### config.mk
export PLATFORM = sky130hd
export DESIGN_NAME = sfs_front_end
export DESIGN_NICKNAME = d
export VERILOG_FILES = /design/src/logic/sfs_buf2.v /design/src/logic/sfs_front_end.v
export VERILOG_INCLUDE_DIRS = /design/src /design/src/logic
export SDC_FILE = /design/constraint.sdc
export NUM_CORES = 1
export LEC_CHECK = 0
export BUFFER_PORTS_ARGS = -buffer_cell sky130_fd_sc_hd__buf_2
export CAP_MARGIN = 10
export CORE_ASPECT_RATIO = 1.2
export CORE_MARGIN = 2
export CORE_UTILIZATION = 50
export CTS_CLUSTER_DIAMETER = 50
export DETAILED_ROUTE_END_ITERATION = 10
export GPL_TIMING_DRIVEN = 0
export PLACE_DENSITY = 0.79
export SLEW_MARGIN = 20
export SYNTH_ARGS = -nofsm -noshare
export SYNTH_HDL_FRONTEND = slang
export SYNTH_SLANG_ARGS = --single-unit
### constraint.sdc
create_clock -name i_clk -period 9.5 [get_ports i_clk]
set_clock_uncertainty 0.2 [all_clocks]
set_input_delay 1.9 -clock i_clk [delete_from_list [all_inputs] [get_ports i_clk]]
set_output_delay 1.9 -clock i_clk [all_outputs]
set_load 0.05 [all_outputs]
### src/logic/sfs_defs.vh
// constants for the serial flash front end: opcodes, status layout, timing
// assumes a 125 MHz system clock and the includer's default net handling
//
// Overview of operation
// - command, address and input bits are taken on serial clock rising edges
// - output bits change on serial clock falling edges for the next rising edge
// - dual mode uses both lanes for input or output, same edges
// - clock may idle low or high; edges used are the same
// - after power-on the shared pin is an active-low reset
// - pause enable command turns the pin into hold until power cycle
// - with the pin as reset and high, the device runs normally
// - output floats in reset, within 105 ns of assertion
// - completed reset restores status: lock, busy, write latch 0, protect bits 1
// - reset during program or erase aborts it; target data undefined
// - hold while selected pauses transfer and keeps the command in progress
// - array erases in 4 KB sectors and 32 KB and 64 KB blocks
// - write protect input enables the lock effect of the protection lock bit
// - 256-bit one-time id: 64 factory bits and 192 user bits
// - hold starts and ends only while serial clock is low
// - in hold the output floats and clock and input are ignored
// - select rising in hold returns to standby; resume needs hold off, select low
// - status bits: busy 0, latch 1, protect 2 to 5, id lock 6, lock 7
`ifndef SFS_DEFS_VH
`define SFS_DEFS_VH

// opcodes
`define SFS_OP_STATUS_WRITE 8'h01
`define SFS_OP_PAGE_PROG    8'h02
`define SFS_OP_READ         8'h03
`define SFS_OP_WRITE_DIS    8'h04
`define SFS_OP_STATUS_READ  8'h05
`define SFS_OP_WRITE_EN     8'h06
`define SFS_OP_FAST_READ    8'h0b
`define SFS_OP_SECT_ERASE   8'h20
`define SFS_OP_DUAL_OUT_RD  8'h3b
`define SFS_OP_BLK32_ERASE  8'h52
`define SFS_OP_CHIP_ERASE_A 8'h60
`define SFS_OP_DUAL_PROG    8'ha2
`define SFS_OP_PAUSE_EN     8'haa
`define SFS_OP_DUAL_IO_RD   8'hbb
`define SFS_OP_CHIP_ERASE_B 8'hc7
`define SFS_OP_BLK64_ERASE  8'hd8

// status register fields
`define SFS_ST_BUSY  0
`define SFS_ST_WEL   1
`define SFS_ST_BP_LO 2
`define SFS_ST_BP_HI 5
`define SFS_ST_SEC   6
`define SFS_ST_BPL   7
`define SFS_BP_RESET 4'hf

// array geometry
`define SFS_PAGE_BYTES   9'h100
`define SFS_SECT_MASK    24'hfff000
`define SFS_BLK32_MASK   24'hff8000
`define SFS_BLK64_MASK   24'hff0000
`define SFS_SID_BITS     256
`define SFS_SID_FACT     64
`define SFS_SID_USER     192

// timing, figures in ns, us or ms and derived cycle counts
`define SFS_CLK_NS        8
`define SFS_T_RST_NS      100
`define SFS_T_FLOAT_NS    105
`define SFS_T_REC_RD_NS   100
`define SFS_T_REC_PG_US   10
`define SFS_T_REC_ER_MS   1
`define SFS_RST_CYC       ((`SFS_T_RST_NS + `SFS_CLK_NS - 1) / `SFS_CLK_NS)
`define SFS_FLOAT_CYC     (`SFS_T_FLOAT_NS / `SFS_CLK_NS)
`define SFS_REC_RD_CYC    (`SFS_T_REC_RD_NS / `SFS_CLK_NS)
`define SFS_REC_PG_CYC    ((`SFS_T_REC_PG_US * 1000) / `SFS_CLK_NS)
`define SFS_REC_ER_CYC    ((`SFS_T_REC_ER_MS * 1000000) / `SFS_CLK_NS)

`endif

### src/logic/sfs_buf2.v
// two-entry valid/ready buffer for the program data stream
// assumes one clock and a synchronous active-high reset
`timescale 1ns/10ps
`default_nettype none
module sfs_buf2 #(
  parameter W = 8
) (
  // clock and reset
  input  wire         i_clk,
  input  wire         i_sys_rst,
  // filling side
  input  wire         i_in_valid,
  output wire         o_in_ready,
  input  wire [W-1:0] i_in_data,
  // draining side
  output wire         o_out_valid,
  input  wire         i_out_ready,
  output wire [W-1:0] o_out_data
);
  reg [W-1:0] head_q;
  reg [W-1:0] tail_q;
  reg [1:0]   cnt_q;
  wire        push;
  wire        pop;

  // handshakes
  assign o_in_ready  = (cnt_q != 2'h2);
  assign o_out_valid = (cnt_q != 2'h0);
  assign o_out_data  = head_q;
  assign push        = i_in_valid & o_in_ready;
  assign pop         = o_out_valid & i_out_ready;

  // storage, head is always the oldest word
  always @(posedge i_clk) begin
    if (i_sys_rst) begin
      cnt_q  <= 2'h0;
      head_q <= {W{1'b0}};
      tail_q <= {W{1'b0}};
    end else begin
      case ({push, pop})
        2'b10: begin
          if (cnt_q == 2'h0) head_q <= i_in_data;
          else tail_q <= i_in_data;
          cnt_q <= cnt_q + 2'h1;
        end
        2'b01: begin
          head_q <= tail_q;
          cnt_q  <= cnt_q - 2'h1;
        end
        2'b11: begin
          if (cnt_q == 2'h1) head_q <= i_in_data;
          else begin
            head_q <= tail_q;
            tail_q <= i_in_data;
          end
        end
        default: cnt_q <= cnt_q;
      endcase
    end
  end
endmodule // sfs_buf2
`default_nettype wire

### src/logic/sfs_front_end.v
// serial flash front end: spi pins, shared reset/hold pin, status register
// assumes the array engine on the user side answers reads within 4 cycles
`timescale 1ns/10ps
`default_nettype none
`include "sfs_defs.vh"
module sfs_front_end #(
  parameter REC_ERASE_CYC = `SFS_REC_ER_CYC,
  parameter PAGE_BYTES    = 256
) (
  // clock and reset
  input  wire        i_clk,
  input  wire        i_sys_rst,
  // serial pins
  input  wire        i_sck,
  input  wire        i_cs_n,
  input  wire        i_rst_hold_n,
  input  wire        i_wp_n,
  input  wire [1:0]  i_dual_lane_io,
  output reg  [1:0]  o_dual_lane_io,
  output wire [1:0]  o_dual_lane_io_oe,
  // commands to the array engine
  output reg         o_cmd_valid,
  output reg  [7:0]  o_cmd_op,
  output reg  [23:0] o_cmd_addr,
  output reg  [8:0]  o_cmd_len,
  output reg         o_abort,
  input  wire        i_array_busy,
  input  wire        i_sec_locked,
  // array read port
  output reg         o_rd_req,
  output reg  [23:0] o_rd_addr,
  input  wire        i_rd_valid,
  input  wire [7:0]  i_rd_data,
  // program data stream
  output wire        o_wr_valid,
  input  wire        i_wr_ready,
  output wire [7:0]  o_wr_data,
  // status
  output wire [7:0]  o_status,
  output reg         o_pause_mode,
  output reg         o_hold,
  output wire        o_in_reset,
  output wire        o_recovering,
  output reg         o_overrun
);
  // engine states
  localparam ST_IDLE  = 4'h0;
  localparam ST_OP    = 4'h1;
  localparam ST_ADDR  = 4'h2;
  localparam ST_DUMMY = 4'h3;
  localparam ST_RDATA = 4'h4;
  localparam ST_WDATA = 4'h5;
  localparam ST_SRW   = 4'h6;
  localparam ST_SRR   = 4'h7;
  localparam ST_END   = 4'h8;
  localparam ST_SKIP  = 4'h9;
  // kinds of work that reset may interrupt
  localparam K_NONE = 2'h0;
  localparam K_PROG = 2'h1;
  localparam K_ERAS = 2'h2;
  localparam [16:0] RST_CYC = `SFS_RST_CYC;
  localparam [16:0] REC_PG_CYC = `SFS_REC_PG_CYC;
  localparam [16:0] REC_RD_CYC = `SFS_REC_RD_CYC;

  //--------------------------------------------------------------
  // pin synchronisers
  //--------------------------------------------------------------
  reg [5:0] s1_q;
  reg [5:0] s2_q;
  reg       sck_d1_q;
  reg       cs_d1_q;
  wire      sck_s = s2_q[0];
  wire      cs_s  = s2_q[1];
  wire      rh_s  = s2_q[2];
  wire      wp_s  = s2_q[3];
  wire [1:0] din  = s2_q[5:4];

  // two flops for every pin
  always @(posedge i_clk) begin
    if (i_sys_rst) begin
      s1_q     <= 6'h0f;
      s2_q     <= 6'h0f;
      sck_d1_q <= 1'b1;  // same level as s2_q, no false edge
      cs_d1_q  <= 1'b1;
    end else begin
      s1_q     <= {i_dual_lane_io, i_wp_n, i_rst_hold_n, i_cs_n, i_sck};
      s2_q     <= s1_q;
      sck_d1_q <= sck_s;
      cs_d1_q  <= cs_s;
    end
  end

  //--------------------------------------------------------------
  // reset, hold and recovery
  //--------------------------------------------------------------
  reg [16:0] rst_cnt_q;
  reg [16:0] rec_cnt_q;
  reg [1:0]  kind_q;
  reg        rst_hit_q;
  wire       rst_low   = ~o_pause_mode & ~rh_s;
  wire       rst_apply = rst_low & (rst_cnt_q == RST_CYC - 17'h1);
  assign o_in_reset   = rst_low;
  assign o_recovering = (rec_cnt_q != 17'h0);

  // reset width count, recovery wait and hold tracking
  always @(posedge i_clk) begin
    if (i_sys_rst) begin
      rst_cnt_q <= 17'h0;
      rec_cnt_q <= 17'h0;
      rst_hit_q <= 1'b0;
      o_abort   <= 1'b0;
      o_hold    <= 1'b0;
    end else begin
      o_abort <= 1'b0;
      if (rst_low) begin
        if (rst_cnt_q != RST_CYC) rst_cnt_q <= rst_cnt_q + 17'h1;
        if (rst_apply) begin
          rst_hit_q <= 1'b1;
          o_abort   <= i_array_busy;
          case (kind_q)
            K_PROG:  rec_cnt_q <= REC_PG_CYC;
            K_ERAS:  rec_cnt_q <= REC_ERASE_CYC[16:0];
            default: rec_cnt_q <= REC_RD_CYC;
          endcase
        end
      end else begin
        rst_cnt_q <= 17'h0;
        rst_hit_q <= 1'b0;
        if (rec_cnt_q != 17'h0 && !rst_hit_q) rec_cnt_q <= rec_cnt_q - 17'h1;
        else if (rst_hit_q) rec_cnt_q <= rec_cnt_q;
      end
      // hold changes only while the serial clock is low
      if (!sck_s) o_hold <= o_pause_mode & ~rh_s & ~cs_s;
    end
  end

  //--------------------------------------------------------------
  // serial edges
  //--------------------------------------------------------------
  wire run     = ~rst_low & ~o_hold & ~o_recovering;
  wire rise    = run & sck_s & ~sck_d1_q & ~cs_s;
  wire fall    = run & ~sck_s & sck_d1_q & ~cs_s;
  wire cs_fall = ~cs_s & cs_d1_q;
  wire cs_rise = cs_s & ~cs_d1_q;

  //--------------------------------------------------------------
  // status register
  //--------------------------------------------------------------
  reg       wel_q;
  reg [3:0] bp_q;
  reg       bpl_q;
  assign o_status = {bpl_q, i_sec_locked, bp_q, wel_q, i_array_busy};

  //--------------------------------------------------------------
  // command engine
  //--------------------------------------------------------------
  reg [3:0]  state_q;
  reg [7:0]  op_q;
  reg [7:0]  sh_in_q;
  reg [3:0]  bits_q;
  reg [1:0]  abytes_q;
  reg        dummy_q;
  reg        dual_in_q;
  reg        dual_out_q;
  reg [23:0] addr_q;
  reg [7:0]  sh_out_q;
  reg [3:0]  obits_q;
  reg [7:0]  nxt_q;
  reg [8:0]  page_q;
  reg [7:0]  srw_q;
  reg [1:0]  oe_q;
  reg        wpend_q;
  reg [7:0]  wbyte_q;
  wire       buf_ready;
  wire [3:0] bits_nx = bits_q + (dual_in_q ? 4'h2 : 4'h1);
  wire [7:0] sh_nx   = dual_in_q ? {sh_in_q[5:0], din[1], din[0]} : {sh_in_q[6:0], din[0]};
  wire       byte_in = rise & (bits_nx == 4'h8);
  wire       is_prog = (op_q == `SFS_OP_PAGE_PROG) | (op_q == `SFS_OP_DUAL_PROG);
  wire       is_read = (op_q == `SFS_OP_READ) | (op_q == `SFS_OP_FAST_READ) |
                       (op_q == `SFS_OP_DUAL_OUT_RD) | (op_q == `SFS_OP_DUAL_IO_RD);
  wire       sr_ok   = wel_q & ~(~wp_s & bpl_q);
  wire [7:0] sh_top  = dual_out_q ? {sh_out_q[5:0], 2'b00} : {sh_out_q[6:0], 1'b0};

  // next opcode state, decided when the first byte completes
  reg [3:0] op_state;
  always @* begin
    op_state = ST_SKIP;
    case (sh_nx)
      `SFS_OP_STATUS_READ: op_state = ST_SRR;
      `SFS_OP_WRITE_EN, `SFS_OP_WRITE_DIS, `SFS_OP_PAUSE_EN:
        op_state = i_array_busy ? ST_SKIP : ST_END;
      `SFS_OP_STATUS_WRITE: op_state = i_array_busy ? ST_SKIP : ST_SRW;
      `SFS_OP_READ, `SFS_OP_FAST_READ, `SFS_OP_DUAL_OUT_RD, `SFS_OP_DUAL_IO_RD:
        op_state = i_array_busy ? ST_SKIP : ST_ADDR;
      `SFS_OP_PAGE_PROG, `SFS_OP_DUAL_PROG, `SFS_OP_SECT_ERASE,
      `SFS_OP_BLK32_ERASE, `SFS_OP_BLK64_ERASE:
        op_state = (i_array_busy | ~wel_q) ? ST_SKIP : ST_ADDR;
      `SFS_OP_CHIP_ERASE_A, `SFS_OP_CHIP_ERASE_B:
        op_state = (i_array_busy | ~wel_q | (bp_q != 4'h0)) ? ST_SKIP : ST_END;
      default: op_state = ST_SKIP;
    endcase
  end

  // sequencer, input shifting on rising edges, output on falling edges
  always @(posedge i_clk) begin
    if (i_sys_rst) begin
      state_q <= ST_IDLE;   op_q <= 8'h00;   sh_in_q <= 8'h00;
      bits_q <= 4'h0;       abytes_q <= 2'h0; dummy_q <= 1'b0;
      dual_in_q <= 1'b0;    dual_out_q <= 1'b0; addr_q <= 24'h000000;
      sh_out_q <= 8'h00;    obits_q <= 4'h0; nxt_q <= 8'h00;
      page_q <= 9'h000;     srw_q <= 8'h00;  oe_q <= 2'b00;
      o_dual_lane_io <= 2'b00;
      wpend_q <= 1'b0;      wbyte_q <= 8'h00; o_overrun <= 1'b0;
      o_rd_req <= 1'b0;     o_rd_addr <= 24'h000000;
      o_cmd_valid <= 1'b0;  o_cmd_op <= 8'h00; o_cmd_addr <= 24'h000000;
      o_cmd_len <= 9'h000;  kind_q <= K_NONE; o_pause_mode <= 1'b0;
      wel_q <= 1'b0;        bp_q <= `SFS_BP_RESET; bpl_q <= 1'b0;
    end else begin
      o_rd_req    <= 1'b0;
      o_cmd_valid <= 1'b0;
      if (!i_array_busy && !o_cmd_valid) kind_q <= K_NONE;
      if (wpend_q && buf_ready) wpend_q <= 1'b0;
      if (i_rd_valid) nxt_q <= i_rd_data;
      if (rst_apply) begin
        // completed reset: power-up status, engine back to standby
        wel_q   <= 1'b0;
        bp_q    <= `SFS_BP_RESET;
        bpl_q   <= 1'b0;
        state_q <= ST_IDLE;
        oe_q    <= 2'b00;
      end else if (rst_low || cs_s) begin
        if (cs_rise && !rst_low) begin
          // command completion happens only on a whole command
          case (state_q)
            ST_END: begin
              case (op_q)
                `SFS_OP_WRITE_EN:  wel_q <= 1'b1;
                `SFS_OP_WRITE_DIS: wel_q <= 1'b0;
                `SFS_OP_PAUSE_EN:  o_pause_mode <= 1'b1;
                `SFS_OP_STATUS_WRITE: begin
                  wel_q <= 1'b0;
                  if (sr_ok) begin
                    bp_q  <= srw_q[`SFS_ST_BP_HI:`SFS_ST_BP_LO];
                    bpl_q <= srw_q[`SFS_ST_BPL];
                  end
                end
                default: begin
                  // erases, aligned to their unit size
                  wel_q       <= 1'b0;
                  kind_q      <= K_ERAS;
                  o_cmd_valid <= 1'b1;
                  o_cmd_op    <= op_q;
                  o_cmd_len   <= 9'h000;
                  case (op_q)
                    `SFS_OP_SECT_ERASE:  o_cmd_addr <= addr_q & `SFS_SECT_MASK;
                    `SFS_OP_BLK32_ERASE: o_cmd_addr <= addr_q & `SFS_BLK32_MASK;
                    `SFS_OP_BLK64_ERASE: o_cmd_addr <= addr_q & `SFS_BLK64_MASK;
                    default:             o_cmd_addr <= 24'h000000;
                  endcase
                end
              endcase
            end
            ST_WDATA: begin
              if (page_q != 9'h000) begin
                wel_q       <= 1'b0;
                kind_q      <= K_PROG;
                o_cmd_valid <= 1'b1;
                o_cmd_op    <= op_q;
                o_cmd_addr  <= addr_q;
                o_cmd_len   <= page_q;
              end
            end
            default: wel_q <= wel_q;
          endcase
        end
        state_q <= ST_IDLE;
        oe_q    <= 2'b00;
      end else begin
        if (cs_fall && state_q == ST_IDLE) begin
          state_q   <= ST_OP;
          bits_q    <= 4'h0;
          dual_in_q <= 1'b0;
          dual_out_q <= 1'b0;
          page_q    <= 9'h000;
          obits_q   <= 4'h0;
          o_overrun <= 1'b0;
        end
        if (rise) begin
          sh_in_q <= sh_nx;
          bits_q  <= byte_in ? 4'h0 : bits_nx;
        end
        if (byte_in) begin
          case (state_q)
            ST_OP: begin
              op_q     <= sh_nx;
              state_q  <= op_state;
              abytes_q <= 2'h0;
              dummy_q  <= (sh_nx != `SFS_OP_READ);
              dual_in_q <= (sh_nx == `SFS_OP_DUAL_IO_RD);
              dual_out_q <= (sh_nx == `SFS_OP_DUAL_OUT_RD) | (sh_nx == `SFS_OP_DUAL_IO_RD);
            end
            ST_ADDR: begin
              addr_q   <= {addr_q[15:0], sh_nx};
              abytes_q <= abytes_q + 2'h1;
              if (abytes_q == 2'h2) begin
                if (is_read) begin
                  o_rd_req  <= 1'b1;
                  o_rd_addr <= {addr_q[15:0], sh_nx};
                  state_q   <= dummy_q ? ST_DUMMY : ST_RDATA;
                end else if (is_prog) begin
                  state_q   <= ST_WDATA;
                  dual_in_q <= (op_q == `SFS_OP_DUAL_PROG);
                end else state_q <= ST_END;
              end
            end
            ST_DUMMY: state_q <= ST_RDATA;
            ST_SRW: begin
              srw_q   <= sh_nx;
              state_q <= ST_END;
            end
            ST_WDATA: begin
              // bytes past one page are dropped
              if (page_q != PAGE_BYTES[8:0]) begin
                page_q  <= page_q + 9'h001;
                wbyte_q <= sh_nx;
                wpend_q <= 1'b1;
                if (wpend_q && !buf_ready) o_overrun <= 1'b1;
              end
            end
            default: state_q <= state_q;
          endcase
        end
        if (fall && (state_q == ST_RDATA || state_q == ST_SRR)) begin
          oe_q <= dual_out_q ? 2'b11 : 2'b10;
          if (obits_q == 4'h0) begin
            sh_out_q <= (state_q == ST_SRR) ? {o_status[5:0], 2'b00} : {nxt_q[5:0], 2'b00};
            if (!dual_out_q)
              sh_out_q <= (state_q == ST_SRR) ? {o_status[6:0], 1'b0} : {nxt_q[6:0], 1'b0};
            o_dual_lane_io <= (state_q == ST_SRR) ? o_status[7:6] : nxt_q[7:6];
            if (!dual_out_q)
              o_dual_lane_io <= {((state_q == ST_SRR) ? o_status[7] : nxt_q[7]), 1'b0};
            obits_q <= dual_out_q ? 4'h6 : 4'h7;
            if (state_q == ST_RDATA) begin
              o_rd_req  <= 1'b1;                               // prefetch next byte
              o_rd_addr <= o_rd_addr + 24'h000001;
            end
          end else begin
            sh_out_q       <= sh_top;
            o_dual_lane_io <= dual_out_q ? sh_out_q[7:6] : {sh_out_q[7], 1'b0};
            obits_q        <= obits_q - (dual_out_q ? 4'h2 : 4'h1);
          end
        end
      end
    end
  end

  // float while in reset, in hold or deselected
  assign o_dual_lane_io_oe = oe_q & {2{run & ~cs_s}};

  //--------------------------------------------------------------
  // program data buffer
  //--------------------------------------------------------------
  sfs_buf2 #(
    .W (8)
  ) u_buf (
    .i_clk       (i_clk),
    .i_sys_rst   (i_sys_rst),
    .i_in_valid  (wpend_q),
    .o_in_ready  (buf_ready),
    .i_in_data   (wbyte_q),
    .o_out_valid (o_wr_valid),
    .i_out_ready (i_wr_ready),
    .o_out_data  (o_wr_data)
  );
endmodule // sfs_front_end
`default_nettype wire

# Word level (Yosys, flattened, before mapping)
# Index checks and enable logic that the tools add are counted.
[totals]
reg_bits = 248
input_bits = 20
word_cells = 314
[op_classes]
n_addsub = 9
eq_ne = 58
mux = 106
bitwise_logic = 43
n_reduce_logical = 56
[ops]
columns = ["cell", "count"]
rows = [
  ["$mux 24", 9],
  ["$mux 8", 12],
  ["$eq 8x8->1 const B", 9],
  ["$pmux 24 s3", 1],
  ["$mux 9", 6],
  ["$mux 4", 13],
  ["$mux 17", 3],
  ["$pmux 24 s2", 1],
  ["$eq 8x3->1 const B", 5],
  ["$mux 1", 35],
  ["$pmux 17 s2", 1],
  ["$eq 8x2->1 const B", 4],
  ["$eq 8x6->1 const B", 4],
  ["$pmux 8 s2", 2],
  ["$add 24x1->24 const B", 1],
  ["$eq 8x7->1 const B", 3],
  ["$pmux 4 s6", 1],
  ["$pmux 8 s3", 1],
  ["$mux 2", 11],
  ["$and 1x1->1", 20],
  ["$pmux 4 s5", 1],
  ["$reduce_and 5->1", 4],
  ["$pmux 9 s2", 1],
  ["$add 17x1->17 const B", 1],
  ["45 further kinds", 123],
]

# Depth between registers and ports, before layout
# Gate-level depths: netlist of the first run.
[depth]
word_depth = 13
ltp_mapped = 13
ltp_nobuf = 10

# By module
# Synthesis of the first run repeated with hierarchy kept, for this count alone.
[hier_totals]
cells_unflattened = 1481
hier_area_um2 = 12024.0
[modules_own_cells]
columns = ["mod", "n_inst", "cells_per_inst", "area_each_um2"]
rows = [
  ["sfs_front_end", 1, 1366, 10951.8],
  ["sfs_buf2", 1, 115, 1072.3],
]

# Least setup slack after synthesis of the first run
# Ideal clock, no wire load.
[synth_timing]
path_kind = "input-to-output"
startpoint = "input port i_array_busy"
endpoint = "output port o_status[0]"
arrival_time_ns = 2.070
t_required_ns = 7.400
slack_ns = 5.330
path_stages = 1
path_buffers = 1
path_cell_list = "buf_4"
[synth_lines]
columns = ["element", "line_no", "source"]
rows = [
  ["start: declaration", "sfs_front_end.v:27", "input wire i_array_busy,"],
  ["end: declaration", "sfs_front_end.v:39", "output wire [7:0] o_status,"],
]
# No word-level cell between the ends.

# Worst setup path after layout of the first run
[layout_timing]
startpoint = "register rec_cnt_q[8]"
endpoint = "output port o_dual_lane_io_oe[1]"
[layout_between]
elab_chain_len = 5
[layout_lines]
columns = ["element", "line_no", "source"]
rows = [
  ["start: declaration", "sfs_front_end.v:97", "reg [16:0] rec_cnt_q;"],
  ["start signal: assignment", "sfs_front_end.v:122", "K_ERAS: rec_cnt_q <= REC_ERASE_CYC[16:0];"],
  ["start signal: assignment", "sfs_front_end.v:129", "if (rec_cnt_q != 17'h0 && !rst_hit_q) rec_cnt_q <= rec_cnt_q - 17'h1;"],
  ["start signal: assignment", "sfs_front_end.v:130", "else if (rst_hit_q) rec_cnt_q <= rec_cnt_q;"],
  ["$reduce_bool 17->1", "sfs_front_end.v:103", "assign o_recovering = (rec_cnt_q != 17'h0);"],
  ["$not 1->1", "sfs_front_end.v:140", "wire run = ~rst_low & ~o_hold & ~o_recovering;"],
  ["$and 1x1->1", "sfs_front_end.v:140", ""],
  ["$and 1x1->1", "sfs_front_end.v:358", "assign o_dual_lane_io_oe = oe_q & {2{run & ~cs_s}};"],
  ["$and 2x2->2", "sfs_front_end.v:358", ""],
  ["end: declaration", "sfs_front_end.v:20", "output wire [1:0] o_dual_lane_io_oe,"],
]
# No other way between the ends.

==> results by group, run 1 <==
Yosys
  • Largest family of logic cells by synthesized area: simple AND/OR/NAND/NOR gates
  • Yosys reg bits: 244
  • Seq/Total Area, Yosys: 0.424
  • Post-synthesis mux area share: 0.0396
  • Synth cell types: 76
  • Cells after synthesis: 1417
  • Number of enable flip-flop cells after synthesis: 0
  • Most frequent cell after synthesis: dfxtp_1
  • Mean Syn Cell Area: 8.12 sq um
  • Synth area leader: dfxtp_1
  • XOR/XNOR Fraction of Synth Area: 0.0167
  • Synth Cell Area: 11500 sq um
  • Adder-Cell Fraction of Synth Area: 0.0274
  • Top-area cell type share of the netlist area: 0.424
  • Post-synth top flop: dfxtp_1
  • Simple-Gate Fraction of Synth Area: 0.255
  • Synthesized Nets: 1461
  • Top post-synthesis cells by area: dfxtp_1 (42%), nand2_1 (6.8%), nor2_1 (5.6%), a21oi_1 (4.8%), mux2i_1 (3.6%)
  • Most frequent cells after synthesis: dfxtp_1 (244), nand2_1 (210), nor2_1 (172)
  • Post-synthesis compound-gate area fraction: 0.189
  • Yosys warns: 0
  • Post-synthesis async set-or-reset flop share: 0

Routing
  • Total Routed Length: 34700 microns
  • DR iter-0 viols: 925
  • Detail Route Antenna Nets: 0
  • DR vias: 11258
  • Drt wl/cell: 18.7 microns
  • Via-per-instance ratio: 6.07
  • DRT Pass-1 Iters: 7
  • DRC: 0

Power
  • Combinational Power Share: 0.159
  • Reg power frac: 0.432
  • Max IR drop VDD: 129 uV
  • Psw: 746 uW
  • Clk pwr share: 0.409
  • Pleak: 0.00501 uW
  • Sw Ratio: 0.291
  • PD cells: 193 nW/um^2
  • Pint: 1820 uW

Clock tree
  • Post-CTS setup buffer count: 0
  • Cts bufs inserted: 27
  • CTS tree: built
  • Post-CTS Resized: 0
  • Clk sinks: 244
  • Clk_lat worst skew: 0.55 ns
  • Clk root buf: clkbuf_16
  • Max H-tree Level: 1
  • Hold buffers post-CTS: 0
  • Clk slew on worst S/H paths: 0.06 ns
  • Max Root-Sink Buffers: 3

Finish
  • Fraction of layout cells with a size suffix above 1: 0.127
  • FILL cells: 2019
  • Post-layout util: 0.591
  • Final Non-Filler Cells: 1856
  • Area growth, synth to finish: 15.6%
  • Antenna diode instance count: 0
  • Final Net Count: 1602

Worst setup path
  • CP startpoint: rec_cnt_q[8]
  • Critical Path AT: 2.69 ns
  • Worst setup EP type: output pin
  • Worst R2R Start: dual_in_q
  • Setup crit start kind: flip-flop
  • CP endpoint: o_dual_lane_io_oe[1]
  • R2R Setup Slk: 5.18 ns
  • R2R cell count: 13
  • Max FO, Critical Path: 7
  • CP required: 7.40 ns
  • Worst reg2reg path endpoint: addr_q[6]
  • Critical path class: reg2out

STA
  • Worst Max-Slew Pin Slew: 1.02 ns
  • Slew headroom: 0.311
  • Fin. max-slew vios: 0
  • RSZ-0062 raised after global routing: no
  • Fin crit period: 4.79 ns
  • Period utilisation layout: 0.504
  • Final setup vio count: 0
  • Setup TNS: 0 ns
  • Hold Fails Final Rpt: 0
  • F_max: 209 MHz

Die
  • Die H: 170 microns
  • Placement Rows: 60
  • CORE AREA: 22500 sq um
  • Chip Width: 143 microns
  • # IOs: 114
  • Starting density of the core: 0.511
  • Die ar.: 24300 sq um

Placement
  • GPL Wtd Cong: 0.961
  • Hpwl dp: 24800 microns
  • Port bufs: 112
  • Cells after DPL: 1808

Outcome
  • Status: completed

Global routing
  • First-pass GRT wire length: 54300 microns
  • Initial antenna violation count: 0
  • Vias in the first global route: 10482
  • Gr ovfl total: 0
  • Largest net degree at the start of global routing: 15
  • Global-route total usage across every layer: 0.279

Flow run
  • Maximum capacitance violations: 0

Hold path
  • Worst hold-check path type: reg2reg
## metrics by stage
| stage | hold WS (ns) | setup slack [ns] | total power [uW] | area (sq um) |
|---|---|---|---|---|
| global placement | 0.194 | 4.86 | 1520 | 12400 |
| detailed placement | 0.212 | 4.87 | 1530 | 12400 |
| global route | 0.245 | 4.61 | 2660 | 13300 |
| finish | 0.225 | 4.71 | 2570 | 13300 |
| floorplan | 0.189 | 5.33 | 1430 | 11500 |
| CTS | 0.227 | 4.75 | 2570 | 13300 |
## power by group through the flow
stage               logic, uW  clock network, uW  registers, uW
global route              450               1100           1110
CTS                       404               1060           1110
finish                    409               1050           1110
floorplan                 290                  0           1140
global placement          396                  0           1130
detailed placement        400                  0           1130
## metal layers
layer	routed length, microns	vias up	global-route usage	share of wire
li1	-	5324	-	-
met1	14400	5325	0.360	0.41
met2	16000	496	0.459	0.46
met3	2480	113	0.0321	0.072
met4	1790	0	0.148	0.052
met5	0	-	0	0
## cell usage in the layout, fill, tap and decap left out, types with 13 or more instances in the layout
master       n
a211oi_1    34
a21oi_1    111
a22o_1      21
a22oi_1     17
a31oi_1     18
and3_1      14
buf_2      118
clkbuf_1    80
clkbuf_16   27
dfxtp_1    244
ha_1        22
inv_1       42
mux2i_1     41
nand2_1    210
nand3_1     45
nand4_1     13
nor2_1     172
nor2b_1     14
nor3_1      30
nor4_1      20
o21ai_0     64
or2_2       14
xor2_1      14
## cell type report
type                    instances  area (sq um)  share of cell area
multi-input cells            1038          6080               0.457
flip-flops and latches        244          4880               0.367
clock buffers                  36           739              0.0556
repair buffers                112           561              0.0421
plain buffers                  92           388              0.0291
well taps                     279           349              0.0262
inverters                      43           161              0.0121
clock inverters                12           146              0.0110
## logic make-up (layout without fill, tap and decap cells)
family | after synthesis | count (layout)
multiplexers | 45 | 45
flip-flops | 244 | 244
adder cells (fa/ha/maj) | 24 | 24
AND/OR/NAND/NOR | 609 | 609
AO/OA/AOI/OAI | 338 | 338
buffers and inverters | 135 | 295
XOR/XNOR | 22 | 22
## worst max-delay path, stage by stage, from the launching register on
cell and delay (ns):
dfxtp_1 0.34, nor4_1 0.53, nor3b_2 0.55, nand3_1 0.30, nor2_1 0.15, buf_2 0.27
## registers in the layout, summed over array words and instances, names as in the netlist, 9 cells and up
signal and cells:
rst_cnt_q 17, addr_q 24, o_cmd_len 9, o_rd_addr 24, o_cmd_addr 24, rec_cnt_q 17, page_q 9
## worst min path at each step
| stage | to | startpoint | cells past startpoint | slack [ns] |
|---|---|---|---|---|
| after floorplan | s2_q[0] | s1_q[0] | 1 | 0.19 |
| after global placement | s2_q[2] | s1_q[2] | 1 | 0.19 |
| after detailed placement | s2_q[2] | s1_q[2] | 1 | 0.21 |
| after CTS | s2_q[2] | s1_q[2] | 1 | 0.23 |
| after global routing | s2_q[2] | s1_q[2] | 1 | 0.25 |
| final | s2_q[2] | s1_q[2] | 1 | 0.22 |
No activity file was read; power rests on OpenSTA's default activity.
==> run 2, diff against run 1 <==
--- a/config.mk
+++ b/config.mk
@@ -14,7 +14,7 @@
 export CTS_CLUSTER_DIAMETER = 50
 export DETAILED_ROUTE_END_ITERATION = 10
 export GPL_TIMING_DRIVEN = 0
-export PLACE_DENSITY = 0.79
+export PLACE_DENSITY = 0.82
 export SLEW_MARGIN = 20
 export SYNTH_ARGS = -nofsm -noshare
 export SYNTH_HDL_FRONTEND = slang
==> constraint.sdc (replaced) <==
create_clock -name i_clk -period 3.9 [get_ports i_clk]
set_clock_uncertainty 0.2 [all_clocks]
set_input_delay 0.78 -clock i_clk [delete_from_list [all_inputs] [get_ports i_clk]]
set_output_delay 0.78 -clock i_clk [all_outputs]
set_load 0.05 [all_outputs]
==> results by group, run 2 (synthesis results as in run 1) <==
STA
  • RSZ-0062 raised after global routing: no
  • Hold slack: 0.211 ns (-0.0139 ns)
  • Final setup vio count: 0 (unchanged)
  • Period utilisation layout: 0.960
  • Worst Max-Slew Pin Slew: 0.946 ns (-0.0767 ns)
  • Fin. max-slew vios: 0 (unchanged)
  • Setup TNS: 0 ns (unchanged)
  • Hold Fails Final Rpt: 0 (unchanged)
  • Slew headroom: 0.368 (+0.0570)
  • F_max: 267 MHz
  • Fin crit period: 3.74 ns

Routing
  • DRT Pass-1 Iters: 5 (-2)
  • Total Routed Length: 35300 microns (+1.7%)
  • DR iter-0 viols: 1029 (+11%)
  • Detail Route Antenna Nets: 0 (unchanged)
  • Drt wl/cell: 19.0 microns (+1.7%)
  • Via-per-instance ratio: 6.11 (+0.81%)
  • DR vias: 11355 (+0.86%)
  • DRC: 0 (unchanged)

Power
  • PD cells: 470 nW/um^2 (+140%)
  • Max IR drop VDD: 341 uV (+170%)
  • Pleak: 0.00504 uW (+0.59%)

Hold path
  • Worst hold-check path type: reg2reg
  • Hold path start: s1_q[0]
  • Hold depth: 1 (unchanged)
  • Worst hold endpoint: s2_q[0]

Worst setup path
  • Crit-path slowest cell: or4_1
  • Critical Path AT: 3.97 ns (+1.28 ns)
  • CP peak stage delay: 0.56 ns (about the same)
  • Critical Path Most Common Cell: clkbuf_2
  • Worst reg2reg path endpoint: state_q[1]
  • R2R cell count: 11 (-2)
  • Worst R2R Start: dual_in_q
  • Max FO, Critical Path: 10 (+3)
  • Setup crit start kind: flip-flop
  • Crit-path cells: clkbuf_2 > inv_1 > ha_1 > fa_1 > xor2_1 > nor3_2 > or4b_1 > clkbuf_2 > or4_1 > a311oi_1 > nor2_1
  • Critical path class: reg2reg
  • Cell family with most CP delay: simple AND/OR/NAND/NOR gates
  • CP required: 4.13 ns (-3.27 ns)
  • R2R Setup Slk: 0.16 ns (-5.02 ns)
  • Crit path buf inv count: 3 (+2)
  • Worst setup EP type: flip-flop

Clock tree
  • Clk sinks: 244 (unchanged)
  • Clk_lat worst skew: 0.54 ns (about the same)
  • Max Root-Sink Buffers: 3 (unchanged)
  • Clk root buf: clkbuf_16
  • Max H-tree Level: 1 (unchanged)
  • Cts bufs inserted: 26 (-3.7%)
  • CTS tree: built
  • Clk slew on worst S/H paths: 0.07 ns (about the same)

Global routing
  • Initial antenna violation count: 0 (unchanged)
  • Global-route total usage across every layer: 0.284 (+0.00480)
  • Vias in the first global route: 10727 (+2.3%)
  • First-pass GRT wire length: 55500 microns (+2.2%)
  • Gr ovfl total: 0 (unchanged)
  • Largest net degree at the start of global routing: 15 (unchanged)

Finish
  • FILL cells: 1983 (-1.8%)
  • Largest regs: addr_q x24, o_cmd_addr x24, o_rd_addr x24
  • Most frequent cells in the layout: dfxtp_1 (243), nand2_1 (209), nor2_1 (172)
  • Area of the multi-input gates: 6090 sq um (+0.21%)
  • Antenna diode instance count: 0 (unchanged)
  • Commonest non-fill, non-tap cell in the layout: dfxtp_1
  • Area growth, synth to finish: 16.1%
  • Final Net Count: 1604 (+0.12%)
  • Reg area: 4890 sq um (about the same)
  • Fraction of layout cells with a size suffix above 1: 0.134 (+0.00752)

Outcome
  • Status: completed

Placement
  • Port bufs: 112 (unchanged)
  • Hpwl dp: 24900 microns (+0.57%)
  • GPL Wtd Cong: 0.990 (+3.0%)

Die
  • Starting density of the core: 0.511 (unchanged)
  • # IOs: 114 (unchanged)
  • CORE AREA: 22500 sq um (unchanged)
  • Placement Rows: 60 (unchanged)
  • Die ar.: 24300 sq um (unchanged)
  • Die H: 170 microns (unchanged)
  • Chip Width: 143 microns (unchanged)

Flow run
  • Maximum capacitance violations: 0 (unchanged)
==> run 2: worst max-delay path by stage <==
stage                   start    endpoint  slack (ns)  depth (start not counted)
finish              dual_in_q  state_q[1]        0.16                         11
global route        dual_in_q  addr_q[16]        0.01                         12
CTS                 dual_in_q   addr_q[4]       0.005                         12
detailed placement  dual_in_q   page_q[2]       -0.25                         12
global placement    dual_in_q   page_q[7]       -0.22                         12
floorplan           dual_in_q  state_q[1]        0.46                         11
==> run 2: what timing repair did <==
item / in CTS / in global routing
pin swaps: 1 / 1
setup endpoints to repair: 58 / 38
hold buffers: 0 / 0
resized for setup: 5 / 7
buffers inserted: 3 / 0
==> run 2: area by class of cell <==
class / instances / share of cell area
Timing Repair Buffer: 115 / 0.0436
Buffer: 92 / 0.0295
Clock buffer: 35 / 0.0572
Clock inverter: 11 / 0.0103
Multi-Input combinational cell: 1038 / 0.456
Tap cell: 279 / 0.0261
Inverter: 43 / 0.0121
Sequential cell: 244 / 0.366
==> run 2: stage by stage <==
stage               utilization  instance area [sq um]  power [uW]  setup slack [ns]  cells
floorplan                     -                  11500        3480             0.459   1417
global placement          0.552                  12400        3700            -0.217   1808
detailed placement        0.552                  12400        3720            -0.246   1808
CTS                       0.593                  13400        6260           0.00516   1857
global route              0.593                  13400        6480            0.0120   1857
finish                    0.593                  13400        6280             0.156   1857
==> run 2: power by group <==
group          internal (uW)  switching (uW)  total (uW)  leakage [uW]
clock                   1510            1060        2570      0.000443
sequential              2600            97.2        2700       0.00197
combinational            349             658        1010       0.00262
==> run 2: layer usage <==
metal  track usage  share of wire
met1         0.362           0.40
met2         0.474           0.47
met3        0.0357          0.075
met4         0.143          0.049
met5             0              0
